[config.mk]
export PLATFORM = sky130hd
export DESIGN_NAME = module_mgmt_control
export DESIGN_NICKNAME = d
export VERILOG_FILES = /design/src/pin_sync.v /design/src/module_mgmt_control.v
export VERILOG_INCLUDE_DIRS = /design/src
export SDC_FILE = /design/constraint.sdc
export NUM_CORES = 1
export LEC_CHECK = 0
export BUFFER_PORTS_ARGS = -buffer_cell sky130_fd_sc_hd__buf_4
export CAP_MARGIN = 20
export CORE_UTILIZATION = 60
export CTS_CLUSTER_SIZE = 10
export DETAILED_ROUTE_END_ITERATION = 8
export PLACE_DENSITY_LB_ADDON = 0.1
export SLEW_MARGIN = 20
export SYNTH_ARGS = -nofsm -noshare
export SYNTH_HDL_FRONTEND = slang
export SYNTH_HIERARCHICAL = 1
export SYNTH_SLANG_ARGS = --single-unit
export TNS_END_PERCENT = 20
[constraint.sdc]
create_clock -name clk -period 5.8 [get_ports clk]
set_input_delay 0.58 -clock clk [delete_from_list [all_inputs] [get_ports clk]]
set_output_delay 0.58 -clock clk [all_outputs]
set_load 0.05 [all_outputs]
[src/mgmt_ctrl_defines.vh]
`ifndef MGMT_CTRL_DEFINES_VH
`define MGMT_CTRL_DEFINES_VH

// Fixed upper nibble of the management bus address byte.
`define MGMT_ADDR_FIXED 4'h5

// Register offsets on the management bus.
`define REG_CTRL 8'h00
`define REG_CHDIS_LO 8'h01
`define REG_CHDIS_HI 8'h02
`define REG_STATUS 8'h03

// Field positions.
`define CTRL_PULSE_BIT 0
`define STATUS_FAULT_BIT 0
`define STATUS_LOS_BIT 1
`define STATUS_MON_BIT 2
`define STATUS_PEND_BIT 3

// Reset values.
`define CTRL_RESET 8'h00
`define CHDIS_RESET 12'h000
`define TXDIS_ALL 12'hFFF

// Timing.
`define CLK_FREQ_MHZ 50
`define IRQ_PULSE_NS 1000
`define IRQ_PULSE_CYCLES ((`IRQ_PULSE_NS * `CLK_FREQ_MHZ + 999) / 1000)

`endif

[src/pin_sync.v]
`timescale 1ns/1ps
`default_nettype none

module pin_sync #(
  parameter WIDTH = 1,
  parameter [WIDTH-1:0] RESET_VAL = {WIDTH{1'b0}}
) (
  input wire clk,
  input wire srst,
  input wire [WIDTH-1:0] d,
  output reg [WIDTH-1:0] q
);

  reg [WIDTH-1:0] stage1;

  // Only the second stage is visible outside, so nothing can read a metastable value.
  always @(posedge clk) begin
    if (srst) begin
      stage1 <= RESET_VAL;
      q <= RESET_VAL;
    end else begin
      stage1 <= d;
      q <= stage1;
    end
  end

endmodule // pin_sync

`default_nettype wire

[src/module_mgmt_control.v]
// How it works
// - Address byte is fixed 0101, then three strap bits, then read/write bit.
// - Straps 2,1,0 land on byte bits 3,2,1; respond only on a match.
// - Lowest address bit 0 means write, 1 means read.
// - Unconnected strap inputs read as zero through the weak pull-down.
// - Any fault, loss of signal or monitor flag setting raises the interrupt.
// - Interrupt is pulse or held level by bus setting; level after defaults.
// - Interrupt pin floats when idle and drives low only when asserted.
// - Module reset held low keeps every optical channel output disabled.
// - Module reset held low makes the device ignore all bus commands.
// - Module reset restores every configurable setting to its default.
// - An open reset input counts as deasserted through the internal pull-up.
`include "mgmt_ctrl_defines.vh"
`timescale 1ns/1ps
`default_nettype none

module module_mgmt_control (
  input wire clk,
  input wire srst,
  input wire sclIn,
  input wire sdaIn,
  output reg sdaOut,
  output reg sdaOe,
  input wire moduleResetN,
  input wire [2:0] addrStrap,
  input wire [11:0] faultFlags,
  input wire [11:0] losFlags,
  input wire [7:0] monitorFlags,
  output reg hostIrqNOut,
  output reg hostIrqNOe,
  output reg [11:0] txDisable
);

  localparam [5:0] S_IDLE = 6'h01;
  localparam [5:0] S_ADDR = 6'h02;
  localparam [5:0] S_ACK = 6'h04;
  localparam [5:0] S_WR = 6'h08;
  localparam [5:0] S_RD = 6'h10;
  localparam [5:0] S_RACK = 6'h20;
  localparam integer PULSE_INT = `IRQ_PULSE_CYCLES;
  localparam [7:0] PULSE_LOAD = PULSE_INT[7:0];

  //////////////////////////////////////////////////////////////////////////////
  // Pin synchronisers.

  wire sclS;
  wire sdaS;
  wire resetPinS;
  wire [2:0] strapS;

  pin_sync #(.WIDTH(1), .RESET_VAL(1'b1)) u_sync_scl (
    .clk(clk), .srst(srst), .d(sclIn), .q(sclS)
  );
  pin_sync #(.WIDTH(1), .RESET_VAL(1'b1)) u_sync_sda (
    .clk(clk), .srst(srst), .d(sdaIn), .q(sdaS)
  );
  // The pad pull-up makes an open reset pin arrive as high; the flops start deasserted too.
  pin_sync #(.WIDTH(1), .RESET_VAL(1'b1)) u_sync_rst (
    .clk(clk), .srst(srst), .d(moduleResetN), .q(resetPinS)
  );
  // The pad pull-down makes open straps arrive as zero; the flops start at zero too.
  pin_sync #(.WIDTH(3), .RESET_VAL(3'h0)) u_sync_strap (
    .clk(clk), .srst(srst), .d(addrStrap), .q(strapS)
  );

  reg sclD;
  reg sdaD;
  reg resetPinD;

  always @(posedge clk) begin
    if (srst) begin
      sclD <= 1'b1;
      sdaD <= 1'b1;
      resetPinD <= 1'b1;
    end else begin
      sclD <= sclS;
      sdaD <= sdaS;
      resetPinD <= resetPinS;
    end
  end

  wire sclRise = sclS & ~sclD;
  wire sclFall = ~sclS & sclD;
  wire startCond = sclS & sclD & sdaD & ~sdaS;
  wire stopCond = sclS & sclD & ~sdaD & sdaS;
  wire modRst = ~resetPinS;
  wire rstRelease = resetPinS & ~resetPinD;

  //////////////////////////////////////////////////////////////////////////////
  // Interrupt causes.

  wire [31:0] allFlags = {monitorFlags, losFlags, faultFlags};
  reg [31:0] flagsD;
  wire anyCause = |allFlags;
  wire newEvent = |(allFlags & ~flagsD);

  reg [7:0] ctrlReg;
  reg [11:0] chDis;
  reg pending;
  reg clrPending;
  reg [7:0] pulseCnt;

  //////////////////////////////////////////////////////////////////////////////
  // Register access helpers.

  function addrMatch;
    input [6:0] upper;
    input [2:0] strap;
    begin
      addrMatch = (upper == {`MGMT_ADDR_FIXED, strap});
    end
  endfunction

  function [7:0] regRead;
    input [7:0] a;
    begin
      case (a)
        `REG_CTRL: regRead = ctrlReg;
        `REG_CHDIS_LO: regRead = chDis[7:0];
        `REG_CHDIS_HI: regRead = {4'h0, chDis[11:8]};
        `REG_STATUS: regRead = {4'h0, pending, |monitorFlags, |losFlags, |faultFlags};
        default: regRead = 8'h00;
      endcase
    end
  endfunction

  //////////////////////////////////////////////////////////////////////////////
  // Two-wire management bus slave.

  reg [5:0] state;
  reg [7:0] shiftReg;
  reg [3:0] bitCnt;
  reg rwBit;
  reg ptrPhase;
  reg [7:0] ptr;
  // The read byte is decoded from the current pointer, so it is ready at the load edge.
  wire [7:0] rdNow = regRead(ptr);

  always @(posedge clk) begin
    if (srst) begin
      state <= S_IDLE;
      shiftReg <= 8'h00;
      bitCnt <= 4'h0;
      rwBit <= 1'b0;
      ptrPhase <= 1'b0;
      ptr <= 8'h00;
      sdaOe <= 1'b0;
      ctrlReg <= `CTRL_RESET;
      chDis <= `CHDIS_RESET;
      clrPending <= 1'b0;
    end else if (modRst) begin
      state <= S_IDLE;
      sdaOe <= 1'b0;
      ctrlReg <= `CTRL_RESET;
      chDis <= `CHDIS_RESET;
      ptr <= 8'h00;
      clrPending <= 1'b0;
    end else begin
      clrPending <= 1'b0;
      if (startCond) begin
        state <= S_ADDR;
        bitCnt <= 4'h0;
        sdaOe <= 1'b0;
      end else if (stopCond) begin
        state <= S_IDLE;
        sdaOe <= 1'b0;
      end else begin
        case (state)
          S_IDLE: begin
            sdaOe <= 1'b0;
          end
          S_ADDR, S_WR: begin
            if (sclRise && bitCnt != 4'h8) begin
              shiftReg <= {shiftReg[6:0], sdaS};
              bitCnt <= bitCnt + 4'h1;
            end else if (sclFall && bitCnt == 4'h8) begin
              if (state == S_ADDR) begin
                if (addrMatch(shiftReg[7:1], strapS)) begin
                  rwBit <= shiftReg[0];
                  ptrPhase <= ~shiftReg[0];
                  sdaOe <= 1'b1;
                  state <= S_ACK;
                end else begin
                  state <= S_IDLE;
                end
              end else begin
                if (ptrPhase) begin
                  ptr <= shiftReg;
                  ptrPhase <= 1'b0;
                end else begin
                  case (ptr)
                    `REG_CTRL: ctrlReg <= shiftReg;
                    `REG_CHDIS_LO: chDis[7:0] <= shiftReg;
                    `REG_CHDIS_HI: chDis[11:8] <= shiftReg[3:0];
                    default: ;
                  endcase
                  ptr <= ptr + 8'h01;
                end
                sdaOe <= 1'b1;
                state <= S_ACK;
              end
            end
          end
          S_ACK: begin
            if (sclFall) begin
              bitCnt <= 4'h0;
              if (rwBit) begin
                shiftReg <= rdNow;
                sdaOe <= ~rdNow[7];
                clrPending <= (ptr == `REG_STATUS);
                state <= S_RD;
              end else begin
                sdaOe <= 1'b0;
                state <= S_WR;
              end
            end
          end
          S_RD: begin
            if (sclFall) begin
              if (bitCnt == 4'h7) begin
                sdaOe <= 1'b0;
                state <= S_RACK;
              end else begin
                sdaOe <= ~shiftReg[6];
                shiftReg <= {shiftReg[6:0], 1'b0};
                bitCnt <= bitCnt + 4'h1;
              end
            end
          end
          S_RACK: begin
            if (sclRise) begin
              if (sdaS) begin
                state <= S_IDLE;
              end else begin
                ptr <= ptr + 8'h01;
                state <= S_ACK;
              end
            end
          end
          default: begin
            state <= S_IDLE;
            sdaOe <= 1'b0;
          end
        endcase
      end
    end
  end

  //////////////////////////////////////////////////////////////////////////////
  // Interrupt generation and channel disable.

  wire pulseMode = ctrlReg[`CTRL_PULSE_BIT];
  wire irqAssert = pulseMode ? (pulseCnt != 8'h00) : pending;

  always @(posedge clk) begin
    if (srst) begin
      flagsD <= 32'h0000_0000;
      pending <= 1'b0;
      pulseCnt <= 8'h00;
      hostIrqNOut <= 1'b0;
      sdaOut <= 1'b0;
      hostIrqNOe <= 1'b0;
      txDisable <= `TXDIS_ALL;
    end else begin
      flagsD <= allFlags;
      hostIrqNOut <= 1'b0;
      sdaOut <= 1'b0;
      if (modRst) begin
        pending <= 1'b0;
        pulseCnt <= 8'h00;
        hostIrqNOe <= 1'b0;
        txDisable <= `TXDIS_ALL;
      end else begin
        txDisable <= chDis;
        // A cause still standing at release is raised again; one that vanished stays clear.
        if (rstRelease) begin
          pending <= anyCause;
          pulseCnt <= anyCause ? PULSE_LOAD : 8'h00;
        end else begin
          // A new event in the cycle of a status read keeps the interrupt pending.
          pending <= newEvent | (pending & ~clrPending);
          if (newEvent) begin
            pulseCnt <= PULSE_LOAD;
          end else if (pulseCnt != 8'h00) begin
            pulseCnt <= pulseCnt - 8'h01;
          end
        end
        hostIrqNOe <= irqAssert;
      end
    end
  end

endmodule // module_mgmt_control

`default_nettype wire

# --- After elaboration in Yosys (flattened, before gate mapping) ---
# Index checks and enable logic that the tools add are counted.
classes:
  eq_ne: 38
  reduce_logical: 28
  n_mux: 51
  bitwise: 32
  n_addsub: 3
op_table:
  columns: ["op", "count"]
  rows:
  - ["8-bit 2-to-1 mux", 14]
  - ["32-bit OR reduction", 2]
  - ["6-bit 2-to-1 mux", 8]
  - ["8-bit AND reduction", 5]
  - ["32-bit bitwise AND", 1]
  - ["32-bit NOT", 1]
  - ["8-bit one-hot mux with 4 select lines", 1]
  - ["6-bit one-hot mux with 5 select lines", 1]
  - ["4-bit != test, second input constant", 7]
  - ["7-bit AND reduction", 4]
  - ["4-bit 2-to-1 mux", 6]
  - ["2-bit != test, second input constant", 12]
  - ["8-bit one-hot mux with 3 select lines", 1]
  - ["12-bit OR reduction", 2]
  - ["1-bit NOT", 20]
  - ["3-bit != test, second input constant", 6]
  - ["8-bit by 2-bit equality test with 1-bit output, second input constant", 2]
  - ["8-bit one-hot mux with 2 select lines", 1]
  - ["1-bit 2-to-1 mux", 12]
  - ["4-bit one-hot mux with 3 select lines", 1]
  - ["1-bit bitwise AND", 9]
  - ["9-bit AND reduction", 1]
  - ["8-bit by 1-bit adder with 8-bit output, second input constant", 1]
  - ["8-bit by 1-bit equality test with 1-bit output, second input constant", 1]
  - ["28 further kinds", 33]
totals:
  inputBits: 40
  ff_bits: 119
  word_cells: 180
  out_inout_bits: 16

# --- Logic depth before layout (Yosys ltp) ---
# Gate-level depths: netlist of run 1.
depth:
  depth_word: 8
  ltp_mapped: 9
  ltp_nobuf: 8

# --- Cells and area by module ---
# Netlist of run 1, hierarchy kept.
by_module_without_submodules:
  columns: ["module", "n_inst", "area_per_inst_um2", "cells_each", "seq_area_each_um2"]
  rows:
  - ["module_mgmt_control", 1, 4759.6, 573, 2142.1]
  - ["pin_sync at u_sync_rst ...", 3, 52.6, 4, 40.0]
  - ["pin_sync at u_sync_strap", 1, 157.7, 12, 120.1]

# --- Worst setup path after synthesis of run 1 ---
# Ideal clock, no wire load.
synth_timing:
  kind: "register -> register"
  start: "reg state[1]"
  end: "reg shiftReg[0]"
  n_path_buf: 2
  slack_ns: 3.564
  stages_incl_launch_ff: 9
  arrival_ns: 2.157
  period_less_slack_ns: 2.236
  setup_time_ns: 0.079
  required_ns: 5.721
  cell_sequence: "dfxtp_1 buf_6 or4_4 or3b_4 buf_6 nor3_4 a21boi_1 a21oi_1 a211oi_2"
synth_between:
  elab_chain_len: 4
  elab_cells_between_ends: 13
  cone_classes: "eq/ne (9); mux (1); reduce/logical (3)"
synth_lines:
  columns: ["element", "line", "rtl"]
  rows:
  - ["start, declared", "module_mgmt_control.v:130", "reg [5:0] state;"]
  - ["start signal, assigned", "module_mgmt_control.v:141", "state <= S_IDLE;"]
  - ["start signal, assigned", "module_mgmt_control.v:152", "state <= S_IDLE;"]
  - ["start signal, assigned", "module_mgmt_control.v:161", "state <= S_ADDR;"]
  - ["6-bit by 2-bit equality test with 1-bit output or 6-bit by 4-bit equality test with 1-bit output (tied branches)", "module_mgmt_control.v:168", "case (state)"]
  - ["2-bit OR reduction", "module_mgmt_control.v:168", null]
  - ["2-bit != test (no line) or 3-bit nonzero test (tied branches)", null, null]
  - ["9-bit AND reduction (no line)", null, null]
  - ["end signal, assigned", "module_mgmt_control.v:174", "shiftReg <= {shiftReg[6:0], sdaS};"]
  - ["end signal, assigned", "module_mgmt_control.v:208", "shiftReg <= rdNow;"]
  - ["end signal, assigned", "module_mgmt_control.v:225", "shiftReg <= {shiftReg[6:0], 1'b0};"]
  - ["end, declared", "module_mgmt_control.v:131", "reg [7:0] shiftReg;"]
# Parallel ways exist; a longest one is shown, timed or not.
# A chain may end at the register's enable or synchronous reset.

# --- Worst setup path in the final report of run 1 ---
layout_timing:
  start: "reg state[5]"
  end: "reg shiftReg[0]"
# Same word-level chain as after synthesis.

==> results of run 1 <==
-- critical path: cells and delay by family, from the launching register on --
kind             cells  cell delay [ns]
AND/OR/NAND/NOR      4             1.61
AO/OA/AOI/OAI        2             0.54
flip-flops           1             0.39
-- flip-flops by register name (all words and copies together) (netlist names), 6 cells and up --
name       count
chDis         12
ctrlReg        8
state          6
txDisable     12
shiftReg       8
pulseCnt       8
flagsD        32
ptr            8
-- cells in the mapped netlist (all sizes together), types with 6 or more instances --
cell    count  area share
dfxtp     119        0.47
nor2       65       0.048
nand2      56       0.041
a21oi      37       0.036
inv        35       0.026
clkbuf     28       0.021
nand3      28       0.028
nand2b     27       0.033
nor4       19       0.023
nor2b      17       0.021
o21ai      15       0.015
nor3       14       0.017
o22ai      14       0.017
a211oi     11       0.018
or2        11       0.014
a22oi      10       0.015
ha          8       0.020
mux2i       7       0.014
buf         6      0.0094
xor2        6       0.010
-- routing by layer --
metal,vias to the layer above,share of wire,global-route usage
met3,19,0.059,0.08010
li1,2159,-,-
met4,0,0.017,0.1051
met5,-,0,0
met1,2055,0.46,0.3673
met2,158,0.47,0.4599
-- final cells by class --
cell class,count,area (um2),area share
multi-input cells,410,2427,0.3992
flip-flops and latches,119,2382,0.3918
clock buffers,19,441.7,0.07263
repair buffers,55,412.9,0.06790
clock inverters,13,153.9,0.02531
inverters,35,131.4,0.02160
well taps,105,131.4,0.02160
-- metrics by stage --
stage | util | total power, W | std cells | hold WS (ns)
after floorplan | - | 0.0009591 | 598 | 0.3854
after global placement | 0.6662 | 0.001003 | 724 | 0.3871
after detailed placement | 0.6670 | 0.001006 | 724 | 0.3927
after CTS | 0.7395 | 0.002031 | 756 | 0.2331
after global routing | 0.7401 | 0.002091 | 756 | 0.2350
final | 0.7401 | 0.002020 | 756 | 0.2482
-- power groups by stage --
stage               Sequential (W)  Clock [W]  Combinational, W
CTS                       0.000857    0.00104          0.000135
detailed placement        0.000874          0          0.000133
finish                    0.000857    0.00103          0.000135
floorplan                 0.000889          0         0.0000700
global route              0.000860    0.00108          0.000148
global placement          0.000873          0          0.000131
-- cells by family (layout without fill, tap and decap cells) --
| logic type | Yosys count | in the layout | synth area share |
|---|---|---|---|
| compound gates | 114 | 114 | 0.1464 |
| xor+xnor | 10 | 10 | 0.01726 |
| fa+ha+maj | 8 | 8 | 0.01972 |
| buf+inv | 69 | 122 | 0.05646 |
| flops | 119 | 119 | 0.4694 |
| mux | 8 | 8 | 0.01603 |
| other cells | 1 | 2 | 0.0007389 |
| simple gates | 268 | 268 | 0.2739 |
-- worst min path at each step --
| stage | start | cells past startpoint | end | slack, ns |
|---|---|---|---|---|
| floorplan | u_sync_rst/stage1 | 1 | u_sync_rst/q | 0.39 |
| global placement | u_sync_sda/stage1 | 1 | u_sync_sda/q | 0.39 |
| detailed placement | u_sync_scl/stage1 | 1 | u_sync_scl/q | 0.39 |
| CTS | sclIn | 2 | u_sync_scl/stage1 | 0.23 |
| global route | moduleResetN | 2 | u_sync_rst/stage1 | 0.24 |
| finish | sclIn | 2 | u_sync_scl/stage1 | 0.25 |
==> metrics.txt, run 1 <==
# TYPE chip_impl_metric gauge
chip_impl_metric{name="reg2reg_slack",unit="ns"} 3.18
chip_impl_metric{name="coreArea",unit="um2"} 8217
chip_impl_metric{name="fin_setup_tns",unit="ns"} 0
chip_impl_info{name="worstSetupEndpointType",value="flip-flop"} 1
chip_impl_info{name="worstSetupPathType",value="flip-flop to flip-flop"} 1
chip_impl_info{name="outcome",value="complete, no violations"} 1
chip_impl_metric{name="area_delta_synth_final",unit="%"} 19.82
chip_impl_metric{name="seq_power_share",unit=""} 0.424
chip_impl_metric{name="gpl.final_weighted_congestion",unit=""} 0.8647
chip_impl_metric{name="die_height",unit="um"} 93.97
chip_impl_metric{name="dr.first_iter.drc_count",unit=""} 359
chip_impl_metric{name="floorplan.die.width",unit="um"} 93.97
chip_impl_metric{name="final-setup-viol-count",unit=""} 0
chip_impl_info{name="tritoncts_clock_tree",value="done"} 1
chip_impl_info{name="cells_along_the_critical_path",value="nor4_1 -> nand4_1 -> a22o_1 -> nor3_2 -> nor2_1 -> a211oi_2"} 1
chip_impl_metric{name="drt-wirelength-per-cell",unit="um"} 15.36
chip_impl_metric{name="critical-path-max-stage-delay",unit="ns"} 0.77
chip_impl_metric{name="grt_max_degree",unit=""} 65
chip_impl_metric{name="synthCells",unit=""} 597
chip_impl_metric{name="drc",unit=""} 0
chip_impl_metric{name="cts_sinks",unit=""} 119
chip_impl_metric{name="dpl.hpwl",unit="um"} 7889
chip_impl_metric{name="maxSlewHeadroom",unit=""} 0.3079
chip_impl_metric{name="layout.nets",unit=""} 686
chip_impl_metric{name="clk_path_buf_depth",unit=""} 2
chip_impl_info{name="cts_root_buffer",value="sky130_fd_sc_hd__clkbuf_8"} 1
chip_impl_metric{name="fill_cells",unit=""} 606
chip_impl_metric{name="sw_frac",unit=""} 0.2224
chip_impl_metric{name="total_switching_power",unit="W"} 0.0004491
chip_impl_metric{name="final_hold_fails",unit=""} 0
chip_impl_metric{name="worstPathArrival",unit="ns"} 3.04
chip_impl_metric{name="cts_hold_buf",unit=""} 0
chip_impl_metric{name="ys.warnings.count",unit=""} 6
chip_impl_metric{name="cp_max_fo",unit=""} 16
chip_impl_metric{name="synth_enable_flop_cells",unit=""} 0
chip_impl_metric{name="post-cts-setup-buffer-count",unit=""} 0
chip_impl_metric{name="clock_power_share",unit=""} 0.509
chip_impl_metric{name="static-leakage-power",unit="nW"} 2.407
chip_impl_metric{name="drive_above_1_share",unit=""} 0.1567
chip_impl_metric{name="antenna_diodes",unit=""} 0
chip_impl_metric{name="vias_per_cell",unit=""} 5.808
chip_impl_metric{name="grt_pass1_vias",unit=""} 4158
chip_impl_metric{name="final.period_utilization",unit=""} 0.4515
chip_impl_metric{name="worst_setup_hold_path_clk_slew",unit="ns"} 0.06
chip_impl_info{name="rsz0062_at_grt",value="no"} 1
chip_impl_info{name="final_common_cell",value="sky130_fd_sc_hd__dfxtp_1"} 1
chip_impl_info{name="timing.hold.worst.class",value="primary input to flip-flop"} 1
chip_impl_metric{name="place.port_buffers",unit=""} 53
chip_impl_metric{name="grt_pass1_wl",unit="um"} 19490
chip_impl_metric{name="combPwrFrac",unit=""} 0.067
chip_impl_metric{name="yosys_register_bits",unit=""} 119
chip_impl_metric{name="post_cts.resized_instances",unit=""} 0
chip_impl_metric{name="power_density",unit="nW/um2"} 332.1
chip_impl_metric{name="clock_buffers_created_by_tritoncts",unit=""} 17
chip_impl_metric{name="globalRouteTotalUtil",unit=""} 0.2869
chip_impl_info{name="r2r-end",value="shiftReg[0]"} 1
chip_impl_metric{name="antenna_found_initial",unit=""} 0
chip_impl_metric{name="max-cap-violations",unit=""} 0
chip_impl_metric{name="drt.antenna.violating_nets",unit=""} 0
chip_impl_metric{name="finalClockSkew",unit="ns"} 0.005983
chip_impl_metric{name="synth_async_sr_flop_share",unit=""} 0
chip_impl_metric{name="power.ir.vdd_worst",unit="mV"} 0.2141
chip_impl_metric{name="worstRegToRegCells",unit=""} 6
chip_impl_metric{name="timing.final.crit_period",unit="ns"} 2.619
chip_impl_metric{name="synth_seq_area_share",unit=""} 0.4694
chip_impl_metric{name="cp.required",unit="ns"} 6.22
chip_impl_info{name="mostFrequentLayoutCells",value="119 x sky130_fd_sc_hd__dfxtp_1, 65 x sky130_fd_sc_hd__nor2_1, 56 x sky130_fd_sc_hd__nand2_1"} 1
chip_impl_metric{name="htreeDepth",unit=""} 4
chip_impl_metric{name="synthesis.area",unit="um2"} 5075
chip_impl_metric{name="vias",unit=""} 4391
chip_impl_metric{name="floorplan.io_pins",unit=""} 56
chip_impl_info{name="crit_path_top_delay_cell",value="sky130_fd_sc_hd__nor3_2"} 1
chip_impl_metric{name="dieArea",unit="um2"} 8829
chip_impl_metric{name="p_int",unit="W"} 0.001570
chip_impl_metric{name="max_clock_freq",unit="MHz"} 381.9
chip_impl_info{name="cp-startpoint",value="state[5]"} 1
chip_impl_metric{name="synth_cell_types",unit=""} 62
chip_impl_metric{name="final_critical_path_setup_slack",unit="ns"} 3.181
chip_impl_metric{name="initial_core_util",unit=""} 0.6176
chip_impl_metric{name="worst_pin_slew",unit="ns"} 1.033
chip_impl_info{name="worstSetupEndpoint",value="shiftReg[0]"} 1
chip_impl_metric{name="placement.cell_area",unit="um2"} 5480
chip_impl_info{name="startpoint_type",value="flip-flop"} 1
chip_impl_info{name="synthFlopType",value="sky130_fd_sc_hd__dfxtp_1"} 1
chip_impl_metric{name="finish.instance_area",unit="um2"} 6081
chip_impl_metric{name="synth.avg_cell_area",unit="um2"} 8.501
chip_impl_metric{name="place_ws",unit="ns"} 3.137
chip_impl_metric{name="dr.pass1.iters",unit=""} 6
chip_impl_metric{name="fp-row-count",unit=""} 33
chip_impl_metric{name="wl",unit="um"} 11620
chip_impl_metric{name="report.final.slew_viol_count",unit=""} 0
chip_impl_metric{name="grt.overflow.total",unit=""} 0
chip_impl_metric{name="clk_latency",unit="ns"} 0.51
chip_impl_info{name="crit-reg2reg-launch",value="state[5]"} 1
Power figures use the tool's default switching activity.
==> inputs of run 2 (changes only) <==
--- a/config.mk
+++ b/config.mk
@@ -8,7 +8,7 @@
 export LEC_CHECK = 0
 export BUFFER_PORTS_ARGS = -buffer_cell sky130_fd_sc_hd__buf_4
 export CAP_MARGIN = 20
-export CORE_UTILIZATION = 60
+export CORE_UTILIZATION = 52
 export CTS_CLUSTER_SIZE = 10
 export DETAILED_ROUTE_END_ITERATION = 8
 export PLACE_DENSITY_LB_ADDON = 0.1
==> constraint.sdc (replaced) <==
create_clock -name clk -period 2.2 [get_ports clk]
set_input_delay 0.22 -clock clk [delete_from_list [all_inputs] [get_ports clk]]
set_output_delay 0.22 -clock clk [all_outputs]
set_load 0.05 [all_outputs]
==> metrics.txt, run 2 (synthesis gave the netlist of run 1 again) <==
# TYPE chip_impl_metric gauge
chip_impl_info{name="outcome",value="finished, violations left"} 1
chip_impl_info{name="failed_checks",value="setup timing"} 1
chip_impl_info{name="worstSetupEndpoint",value="shiftReg[0]"} 1
chip_impl_info{name="cts_root_buffer",value="sky130_fd_sc_hd__clkbuf_8"} 1
chip_impl_info{name="cp-startpoint",value="state[4]"} 1
chip_impl_metric{name="post-route-util",unit=""} 0.7563
chip_impl_metric{name="drive_above_1_share",unit=""} 0.2262
chip_impl_metric{name="final_hold_fails",unit=""} 0
chip_impl_metric{name="largest_register_ffs",unit=""} 32
chip_impl_metric{name="antenna_found_initial",unit=""} 0
chip_impl_metric{name="multiInputGateArea",unit="um2"} 2481
chip_impl_info{name="max_flop_register",value="flagsD"} 1
chip_impl_metric{name="coreArea",unit="um2"} 9328
chip_impl_metric{name="fill_cells",unit=""} 644
chip_impl_metric{name="globalRouteTotalUtil",unit=""} 0.2897
chip_impl_metric{name="layout.nets",unit=""} 782
chip_impl_metric{name="cp.required",unit="ns"} 2.63
chip_impl_metric{name="cts_sinks",unit=""} 119
chip_impl_metric{name="reg2reg_slack",unit="ns"} -0.03
chip_impl_metric{name="initial_core_util",unit=""} 0.5441
chip_impl_metric{name="area_delta_synth_final",unit="%"} 39.00
chip_impl_metric{name="clk_path_buf_depth",unit=""} 2
chip_impl_metric{name="clock_buffers_created_by_tritoncts",unit=""} 17
chip_impl_metric{name="final-setup-viol-count",unit=""} 2
chip_impl_metric{name="place.port_buffers",unit=""} 53
chip_impl_metric{name="seqCellArea",unit="um2"} 2392
chip_impl_metric{name="htreeDepth",unit=""} 4
chip_impl_metric{name="dieArea",unit="um2"} 10160
chip_impl_metric{name="p_total",unit="W"} 0.005695
chip_impl_metric{name="grt_max_degree",unit=""} 35
chip_impl_metric{name="grt.overflow.total",unit=""} 0
chip_impl_metric{name="worstPathArrival",unit="ns"} 2.66
chip_impl_info{name="r2r-end",value="shiftReg[0]"} 1
chip_impl_info{name="final_common_cell",value="sky130_fd_sc_hd__dfxtp_1"} 1
chip_impl_metric{name="timing.hold.ws",unit="ns"} 0.09114
chip_impl_metric{name="max_clock_freq",unit="MHz"} 448.1
chip_impl_metric{name="final.period_utilization",unit=""} 1.014
chip_impl_info{name="startpoint_type",value="flip-flop"} 1
chip_impl_metric{name="worst_setup_hold_path_clk_slew",unit="ns"} 0.06
chip_impl_metric{name="dr.first_iter.drc_count",unit=""} 306
chip_impl_metric{name="grt_pass1_vias",unit=""} 4759
chip_impl_metric{name="dpl.hpwl",unit="um"} 8889
chip_impl_metric{name="final_critical_path_setup_slack",unit="ns"} -0.03170
chip_impl_metric{name="power.ir.vdd_worst",unit="mV"} 0.7869
chip_impl_metric{name="antenna_diodes",unit=""} 0
chip_impl_metric{name="dr.pass1.iters",unit=""} 6
chip_impl_metric{name="vias_per_cell",unit=""} 5.510
chip_impl_metric{name="drc",unit=""} 0
chip_impl_metric{name="floorplan.die.width",unit="um"} 100.8
chip_impl_info{name="worstSetupEndpointType",value="flip-flop"} 1
chip_impl_metric{name="gpl.final_weighted_congestion",unit=""} 0.8998
chip_impl_info{name="rsz0062_at_grt",value="yes"} 1
chip_impl_metric{name="drt-wirelength-per-cell",unit="um"} 15.78
chip_impl_metric{name="finalClockSkew",unit="ns"} 0.01231
chip_impl_metric{name="cp_max_fo",unit=""} 5
chip_impl_metric{name="timing.final.crit_period",unit="ns"} 2.232
chip_impl_metric{name="drt.antenna.violating_nets",unit=""} 0
chip_impl_metric{name="max-cap-violations",unit=""} 0
chip_impl_metric{name="report.final.slew_viol_count",unit=""} 0
chip_impl_info{name="top_regs",value="flagsD x32, chDis x12, txDisable x12"} 1
chip_impl_metric{name="wl",unit="um"} 13830
chip_impl_info{name="mostFrequentLayoutCells",value="115 x sky130_fd_sc_hd__dfxtp_1, 111 x sky130_fd_sc_hd__buf_4, 64 x sky130_fd_sc_hd__nor2_1"} 1
chip_impl_metric{name="maxSlewHeadroom",unit=""} 0.6354
chip_impl_info{name="crit-reg2reg-launch",value="state[4]"} 1
chip_impl_info{name="worstSetupPathType",value="flip-flop to flip-flop"} 1
chip_impl_metric{name="grt_pass1_wl",unit="um"} 22820
chip_impl_metric{name="vias",unit=""} 4827
chip_impl_metric{name="power_density",unit="nW/um2"} 807.4
chip_impl_metric{name="die_height",unit="um"} 100.8
chip_impl_metric{name="floorplan.io_pins",unit=""} 56
chip_impl_metric{name="worstRegToRegCells",unit=""} 6
chip_impl_info{name="timing.hold.worst.class",value="primary input to flip-flop"} 1
chip_impl_metric{name="static-leakage-power",unit="nW"} 2.883
chip_impl_metric{name="fin_setup_tns",unit="ns"} -0.04310
chip_impl_metric{name="worst_pin_slew",unit="ns"} 0.5457
chip_impl_metric{name="clk_latency",unit="ns"} 0.51
chip_impl_info{name="tritoncts_clock_tree",value="done"} 1
chip_impl_metric{name="fp-row-count",unit=""} 35
-- run 2: changes by cell type in the layout (fill, tap and decap cells not counted), moves of 4 or more --
| cell | previous run | this run |
|---|---|---|
| sky130_fd_sc_hd__dfxtp_1 | 119 | 115 |
| sky130_fd_sc_hd__clkinv_4 | 1 | 5 |
| sky130_fd_sc_hd__clkinv_2 | 5 | 1 |
| sky130_fd_sc_hd__buf_4 | 55 | 111 |
| sky130_fd_sc_hd__dlygate4sd3_1 | 0 | 38 |
-- run 2: per-stage QoR --
stage / instances / setup slack, ns / instance area, um2
final: 876 / -0.03170 / 7054
after global routing: 876 / -0.1154 / 7054
after CTS: 874 / -0.01077 / 6999
after detailed placement: 802 / -0.2649 / 5913
after global placement: 802 / -0.1919 / 5913
after floorplan: 598 / -0.02416 / 5082
-- run 2: worst min-delay path by stage --
stage	from	endpoint	slack, ns	cells past startpoint
2_1_floorplan	srst	u_sync_strap/q[0]	0.29	1
4_1_cts	srst	flagsD[30]	0.07	2
6_report	srst	flagsD[0]	0.09	2
3_3_place_gp	u_sync_sda/stage1	u_sync_sda/q	0.39	1
3_5_place_dp	u_sync_rst/stage1	u_sync_rst/q	0.40	1
5_1_grt	srst	flagsD[30]	0.11	2
-- run 2: worst max-delay path: stages (launching register included) --
cell and delay, ns:
sky130_fd_sc_hd__dfxtp_4 0.37, sky130_fd_sc_hd__or4_4 0.55, sky130_fd_sc_hd__or3b_4 0.43, sky130_fd_sc_hd__nor3_4 0.31, sky130_fd_sc_hd__a21boi_4 0.24, sky130_fd_sc_hd__a21oi_2 0.05
sky130_fd_sc_hd__a211oi_2 0.21
-- run 2: per-layer routing --
| layer | vias to the layer above | track usage | wire [um] |
|---|---|---|---|
| met3 | 21 | 0.07282 | 757 |
| li1 | 2349 | - | - |
| met2 | 167 | 0.4926 | 6802 |
| met4 | 0 | 0.08696 | 246 |
| met1 | 2290 | 0.3623 | 6019 |
| met5 | - | 0 | 0 |
-- run 2: timing repair --
item / in CTS / in global routing
setup endpoints to repair: 15 / 31
hold buffers: 38 / 0
buffers inserted: 2 / 2
pin swaps: 5 / 7
endpoints found under the hold margin: 38 / 0
resized for setup: 8 / 10
gates cloned: 0 / 0
-- run 2: layout make-up --
cell class / count / area share
clock inverters: 15 / 0.03246
well taps: 129 / 0.02288
flip-flops and latches: 119 / 0.3391
repair buffers: 151 / 0.1765
inverters: 35 / 0.01862
multi-input cells: 410 / 0.3517
clock buffers: 17 / 0.05871
-- run 2: power breakdown --
part / total [W] / internal (W) / switching, W / leakage, nW
registers: 0.00225 / 0.00222 / 0.0000322 / 0.980
clock network: 0.00297 / 0.00196 / 0.00102 / 0.300
logic: 0.000468 / 0.000220 / 0.000247 / 1.60
==> inputs of run 3 (changes only) <==
--- a/config.mk
+++ b/config.mk
@@ -6,9 +6,10 @@
 export SDC_FILE = /design/constraint.sdc
 export NUM_CORES = 1
 export LEC_CHECK = 0
+export ABC_AREA = 1
 export BUFFER_PORTS_ARGS = -buffer_cell sky130_fd_sc_hd__buf_4
 export CAP_MARGIN = 20
-export CORE_UTILIZATION = 52
+export CORE_UTILIZATION = 53
 export CTS_CLUSTER_SIZE = 10
 export DETAILED_ROUTE_END_ITERATION = 8
 export PLACE_DENSITY_LB_ADDON = 0.1
==> metrics.txt, run 3 <==
# TYPE chip_impl_metric gauge
chip_impl_metric{name="multiInputGateArea",unit="um2"} 2427
chip_impl_metric{name="seqCellArea",unit="um2"} 2382
chip_impl_metric{name="drt.antenna.violating_nets",unit=""} 0
chip_impl_info{name="worstSetupPathType",value="flip-flop to flip-flop"} 1
chip_impl_metric{name="die_height",unit="um"} 103.3
chip_impl_metric{name="dr.first_iter.drc_count",unit=""} 218
chip_impl_info{name="category_of_cells_accounting_for_the_largest_share_of_critical_path_delay",value="simple AND/OR/NAND/NOR gates"} 1
chip_impl_metric{name="fin_setup_tns",unit="ns"} 0
chip_impl_metric{name="final.period_utilization",unit=""} 0.8644
chip_impl_metric{name="fill_cells",unit=""} 786
chip_impl_info{name="max_flop_register",value="flagsD"} 1
chip_impl_metric{name="place.port_buffers",unit=""} 53
chip_impl_metric{name="antenna_found_initial",unit=""} 0
chip_impl_metric{name="globalRouteTotalUtil",unit=""} 0.2758
chip_impl_metric{name="wl",unit="um"} 13350
chip_impl_metric{name="path_buf_inv",unit=""} 3
chip_impl_metric{name="grt_pass1_wl",unit="um"} 22380
chip_impl_metric{name="dpl.hpwl",unit="um"} 9323
chip_impl_metric{name="post-cts-setup-buffer-count",unit=""} 0
chip_impl_metric{name="post_cts.resized_instances",unit=""} 0
chip_impl_info{name="synth_top_cells_by_count",value="175 x sky130_fd_sc_hd__nand2_1, 145 x sky130_fd_sc_hd__inv_1, 142 x sky130_fd_sc_hd__nor2_1"} 1
chip_impl_metric{name="fp-row-count",unit=""} 36
chip_impl_info{name="final_common_cell",value="sky130_fd_sc_hd__nand2_1"} 1
chip_impl_metric{name="synth_async_sr_flop_share",unit=""} 0
chip_impl_metric{name="ys.warnings.count",unit=""} 6
chip_impl_metric{name="antenna_diodes",unit=""} 0
chip_impl_metric{name="initial_core_util",unit=""} 0.5509
chip_impl_metric{name="synth_cell_types",unit=""} 32
chip_impl_metric{name="vias",unit=""} 5208
chip_impl_metric{name="seq_power_share",unit=""} 0.432
chip_impl_metric{name="area_delta_synth_final",unit="%"} 26.80
chip_impl_metric{name="floorplan.die.width",unit="um"} 103.3
chip_impl_metric{name="drive_above_1_share",unit=""} 0.1228
chip_impl_metric{name="max_clock_freq",unit="MHz"} 525.8
chip_impl_info{name="synth_top_cell_by_area",value="sky130_fd_sc_hd__dfxtp_1"} 1
chip_impl_info{name="cts_root_buffer",value="sky130_fd_sc_hd__clkbuf_8"} 1
chip_impl_metric{name="grt_max_degree",unit=""} 37
chip_impl_metric{name="grt_pass1_vias",unit=""} 4774
chip_impl_metric{name="gpl.final_weighted_congestion",unit=""} 0.9390
chip_impl_info{name="r2r-end",value="ptr[6]"} 1
chip_impl_metric{name="floorplan.io_pins",unit=""} 56
chip_impl_info{name="worst_path_most_repeated_cell",value="sky130_fd_sc_hd__inv_1"} 1
chip_impl_metric{name="maxSlewHeadroom",unit=""} 0.6504
chip_impl_metric{name="clock_buffers_created_by_tritoncts",unit=""} 17
chip_impl_info{name="cells_along_the_critical_path",value="inv_1 -> nand3_2 -> inv_1 -> nor2_2 -> nand2_1 -> nor2_2 -> inv_1 -> nor2_1 -> nor2_1"} 1
chip_impl_metric{name="yosys_register_bits",unit=""} 119
chip_impl_info{name="rsz0062_at_grt",value="no"} 1
chip_impl_metric{name="layout.nets",unit=""} 956
chip_impl_metric{name="drt-wirelength-per-cell",unit="um"} 12.68
chip_impl_metric{name="timing.final.crit_period",unit="ns"} 1.902
chip_impl_metric{name="reg2reg_slack",unit="ns"} 0.30
chip_impl_metric{name="critical-path-max-stage-delay",unit="ns"} 0.40
chip_impl_info{name="dominant_cell_by_count_in_the_synthesized_netlist",value="sky130_fd_sc_hd__nand2_1"} 1
chip_impl_metric{name="clk_path_buf_depth",unit=""} 2
chip_impl_metric{name="finalClockSkew",unit="ns"} 0.01072
chip_impl_info{name="worstSetupEndpoint",value="ptr[6]"} 1
chip_impl_metric{name="synth_top_cell_area_share",unit=""} 0.4384
chip_impl_metric{name="total_switching_power",unit="W"} 0.001205
chip_impl_metric{name="p_int",unit="W"} 0.004032
chip_impl_metric{name="worst_setup_hold_path_clk_slew",unit="ns"} 0.05
chip_impl_metric{name="synthCells",unit=""} 805
chip_impl_metric{name="static-leakage-power",unit="nW"} 3.429
chip_impl_metric{name="coreArea",unit="um2"} 9864
chip_impl_metric{name="htreeDepth",unit=""} 4
chip_impl_metric{name="synth.avg_cell_area",unit="um2"} 6.750
chip_impl_metric{name="sw_frac",unit=""} 0.2301
chip_impl_metric{name="synth_enable_flop_cells",unit=""} 0
chip_impl_metric{name="worstPathArrival",unit="ns"} 2.32
chip_impl_metric{name="path_depth",unit=""} 9
chip_impl_metric{name="dr.pass1.iters",unit=""} 6
chip_impl_info{name="tritoncts_clock_tree",value="done"} 1
chip_impl_info{name="ys_top_cells_by_area",value="sky130_fd_sc_hd__dfxtp_1 44%, sky130_fd_sc_hd__nand2_1 12%, sky130_fd_sc_hd__inv_1 10%, sky130_fd_sc_hd__nor2_1 9.8%, sky130_fd_sc_hd__o21ai_0 4.3%"} 1
chip_impl_metric{name="post-route-util",unit=""} 0.6985
chip_impl_metric{name="cp.required",unit="ns"} 2.61
chip_impl_metric{name="report.final.slew_viol_count",unit=""} 0
chip_impl_metric{name="worst_pin_slew",unit="ns"} 0.5238
chip_impl_metric{name="final-setup-viol-count",unit=""} 0
chip_impl_metric{name="drc",unit=""} 0
chip_impl_info{name="mostFrequentLayoutCells",value="175 x sky130_fd_sc_hd__nand2_1, 145 x sky130_fd_sc_hd__inv_1, 141 x sky130_fd_sc_hd__nor2_1"} 1
chip_impl_info{name="synthFlopType",value="sky130_fd_sc_hd__dfxtp_1"} 1
chip_impl_info{name="outcome",value="complete, no violations"} 1
chip_impl_metric{name="dieArea",unit="um2"} 10660
chip_impl_metric{name="synth_seq_area_share",unit=""} 0.4384
chip_impl_info{name="timing.hold.worst.class",value="primary input to flip-flop"} 1
chip_impl_metric{name="final_hold_fails",unit=""} 0
chip_impl_metric{name="worstRegToRegCells",unit=""} 9
chip_impl_metric{name="cts_sinks",unit=""} 119
chip_impl_info{name="crit-reg2reg-launch",value="u_sync_sda/q"} 1
chip_impl_metric{name="clk_latency",unit="ns"} 0.53
chip_impl_metric{name="cp_max_fo",unit=""} 13
chip_impl_metric{name="largest_register_ffs",unit=""} 32
chip_impl_metric{name="combPwrFrac",unit=""} 0.090
chip_impl_metric{name="vias_per_cell",unit=""} 4.946
chip_impl_info{name="top_regs",value="flagsD x32, chDis x12, txDisable x12"} 1
chip_impl_info{name="cp-startpoint",value="u_sync_sda/q"} 1
chip_impl_metric{name="grt.overflow.total",unit=""} 0
chip_impl_metric{name="power_density",unit="nW/um2"} 760.1
chip_impl_metric{name="clock_power_share",unit=""} 0.478
chip_impl_metric{name="power.ir.vdd_worst",unit="mV"} 0.6881
chip_impl_metric{name="max-cap-violations",unit=""} 0
chip_impl_info{name="crit_path_top_delay_cell",value="sky130_fd_sc_hd__dfxtp_1"} 1
chip_impl_metric{name="synthesis.area",unit="um2"} 5434
chip_impl_info{name="worstSetupEndpointType",value="flip-flop"} 1
chip_impl_info{name="startpoint_type",value="flip-flop"} 1
[run 3: through the flow]
stage | power, W | hold WS [ns] | area, um2 | cells | setup slack [ns]
global route | 0.005440 | 0.02449 | 6890 | 1053 | 0.06611
global placement | 0.002703 | 0.3846 | 5974 | 984 | 0.3854
finish | 0.005237 | 0.02357 | 6890 | 1053 | 0.2983
detailed placement | 0.002713 | 0.3916 | 5974 | 984 | 0.3592
CTS | 0.005270 | 0.01179 | 6890 | 1053 | 0.3265
floorplan | 0.002570 | 0.2912 | 5438 | 806 | 0.6381
[run 3: timing repair]
action,in CTS,in global routing
hold endpoints to repair,38,0
endpoints found under the setup margin,0,0
hold buffers,38,0
[run 3: worst min path at each step]
stage                            from                endpoint  slack (ns)  cells past startpoint
6_report                         srst              flagsD[15]        0.02                      2
5_1_grt                          srst               flagsD[4]        0.02                      2
4_1_cts                          srst       u_sync_strap/q[1]        0.01                      2
3_5_place_dp   u_sync_strap/stage1[1]       u_sync_strap/q[1]        0.39                      2
3_3_place_gp        u_sync_rst/stage1            u_sync_rst/q        0.38                      2
2_1_floorplan                    srst  u_sync_strap/stage1[0]        0.29                      1
[run 3: cell type report]
cell class,instances,share of cell area
multi-input combinational,526,0.3523
clock inverter,3,0.005811
timing repair buffer,98,0.1206
inverter,146,0.07954
sequential,119,0.3457
clock buffer,28,0.07191
tap,133,0.02415
[run 3: kinds of logic after synthesis]
group	Yosys count	synth area share
buffers and inverters	161	0.1160
AO/OA/AOI/OAI	94	0.08842
AND/OR/NAND/NOR	413	0.3235
XOR/XNOR	9	0.01451
flip-flops	119	0.4384
other	1	0.0006901
adder cells (fa/ha/maj)	8	0.01842
[run 3: power groups by stage]
stage | Sequential [W] | Combinational (W) | Clock [W]
after global placement | 0.00230 | 0.000400 | 0
after detailed placement | 0.00231 | 0.000407 | 0
after global routing | 0.00227 | 0.000520 | 0.00265
after CTS | 0.00226 | 0.000464 | 0.00254
after floorplan | 0.00235 | 0.000215 | 0
final | 0.00226 | 0.000469 | 0.00251
[run 3: per-layer routing]
| metal | wire (um) | GRT usage |
|---|---|---|
| met1 | 6017 | 0.3449 |
| met2 | 6494 | 0.4621 |
| met3 | 604 | 0.06788 |
| met4 | 232 | 0.1008 |
| met5 | 0 | 0 |
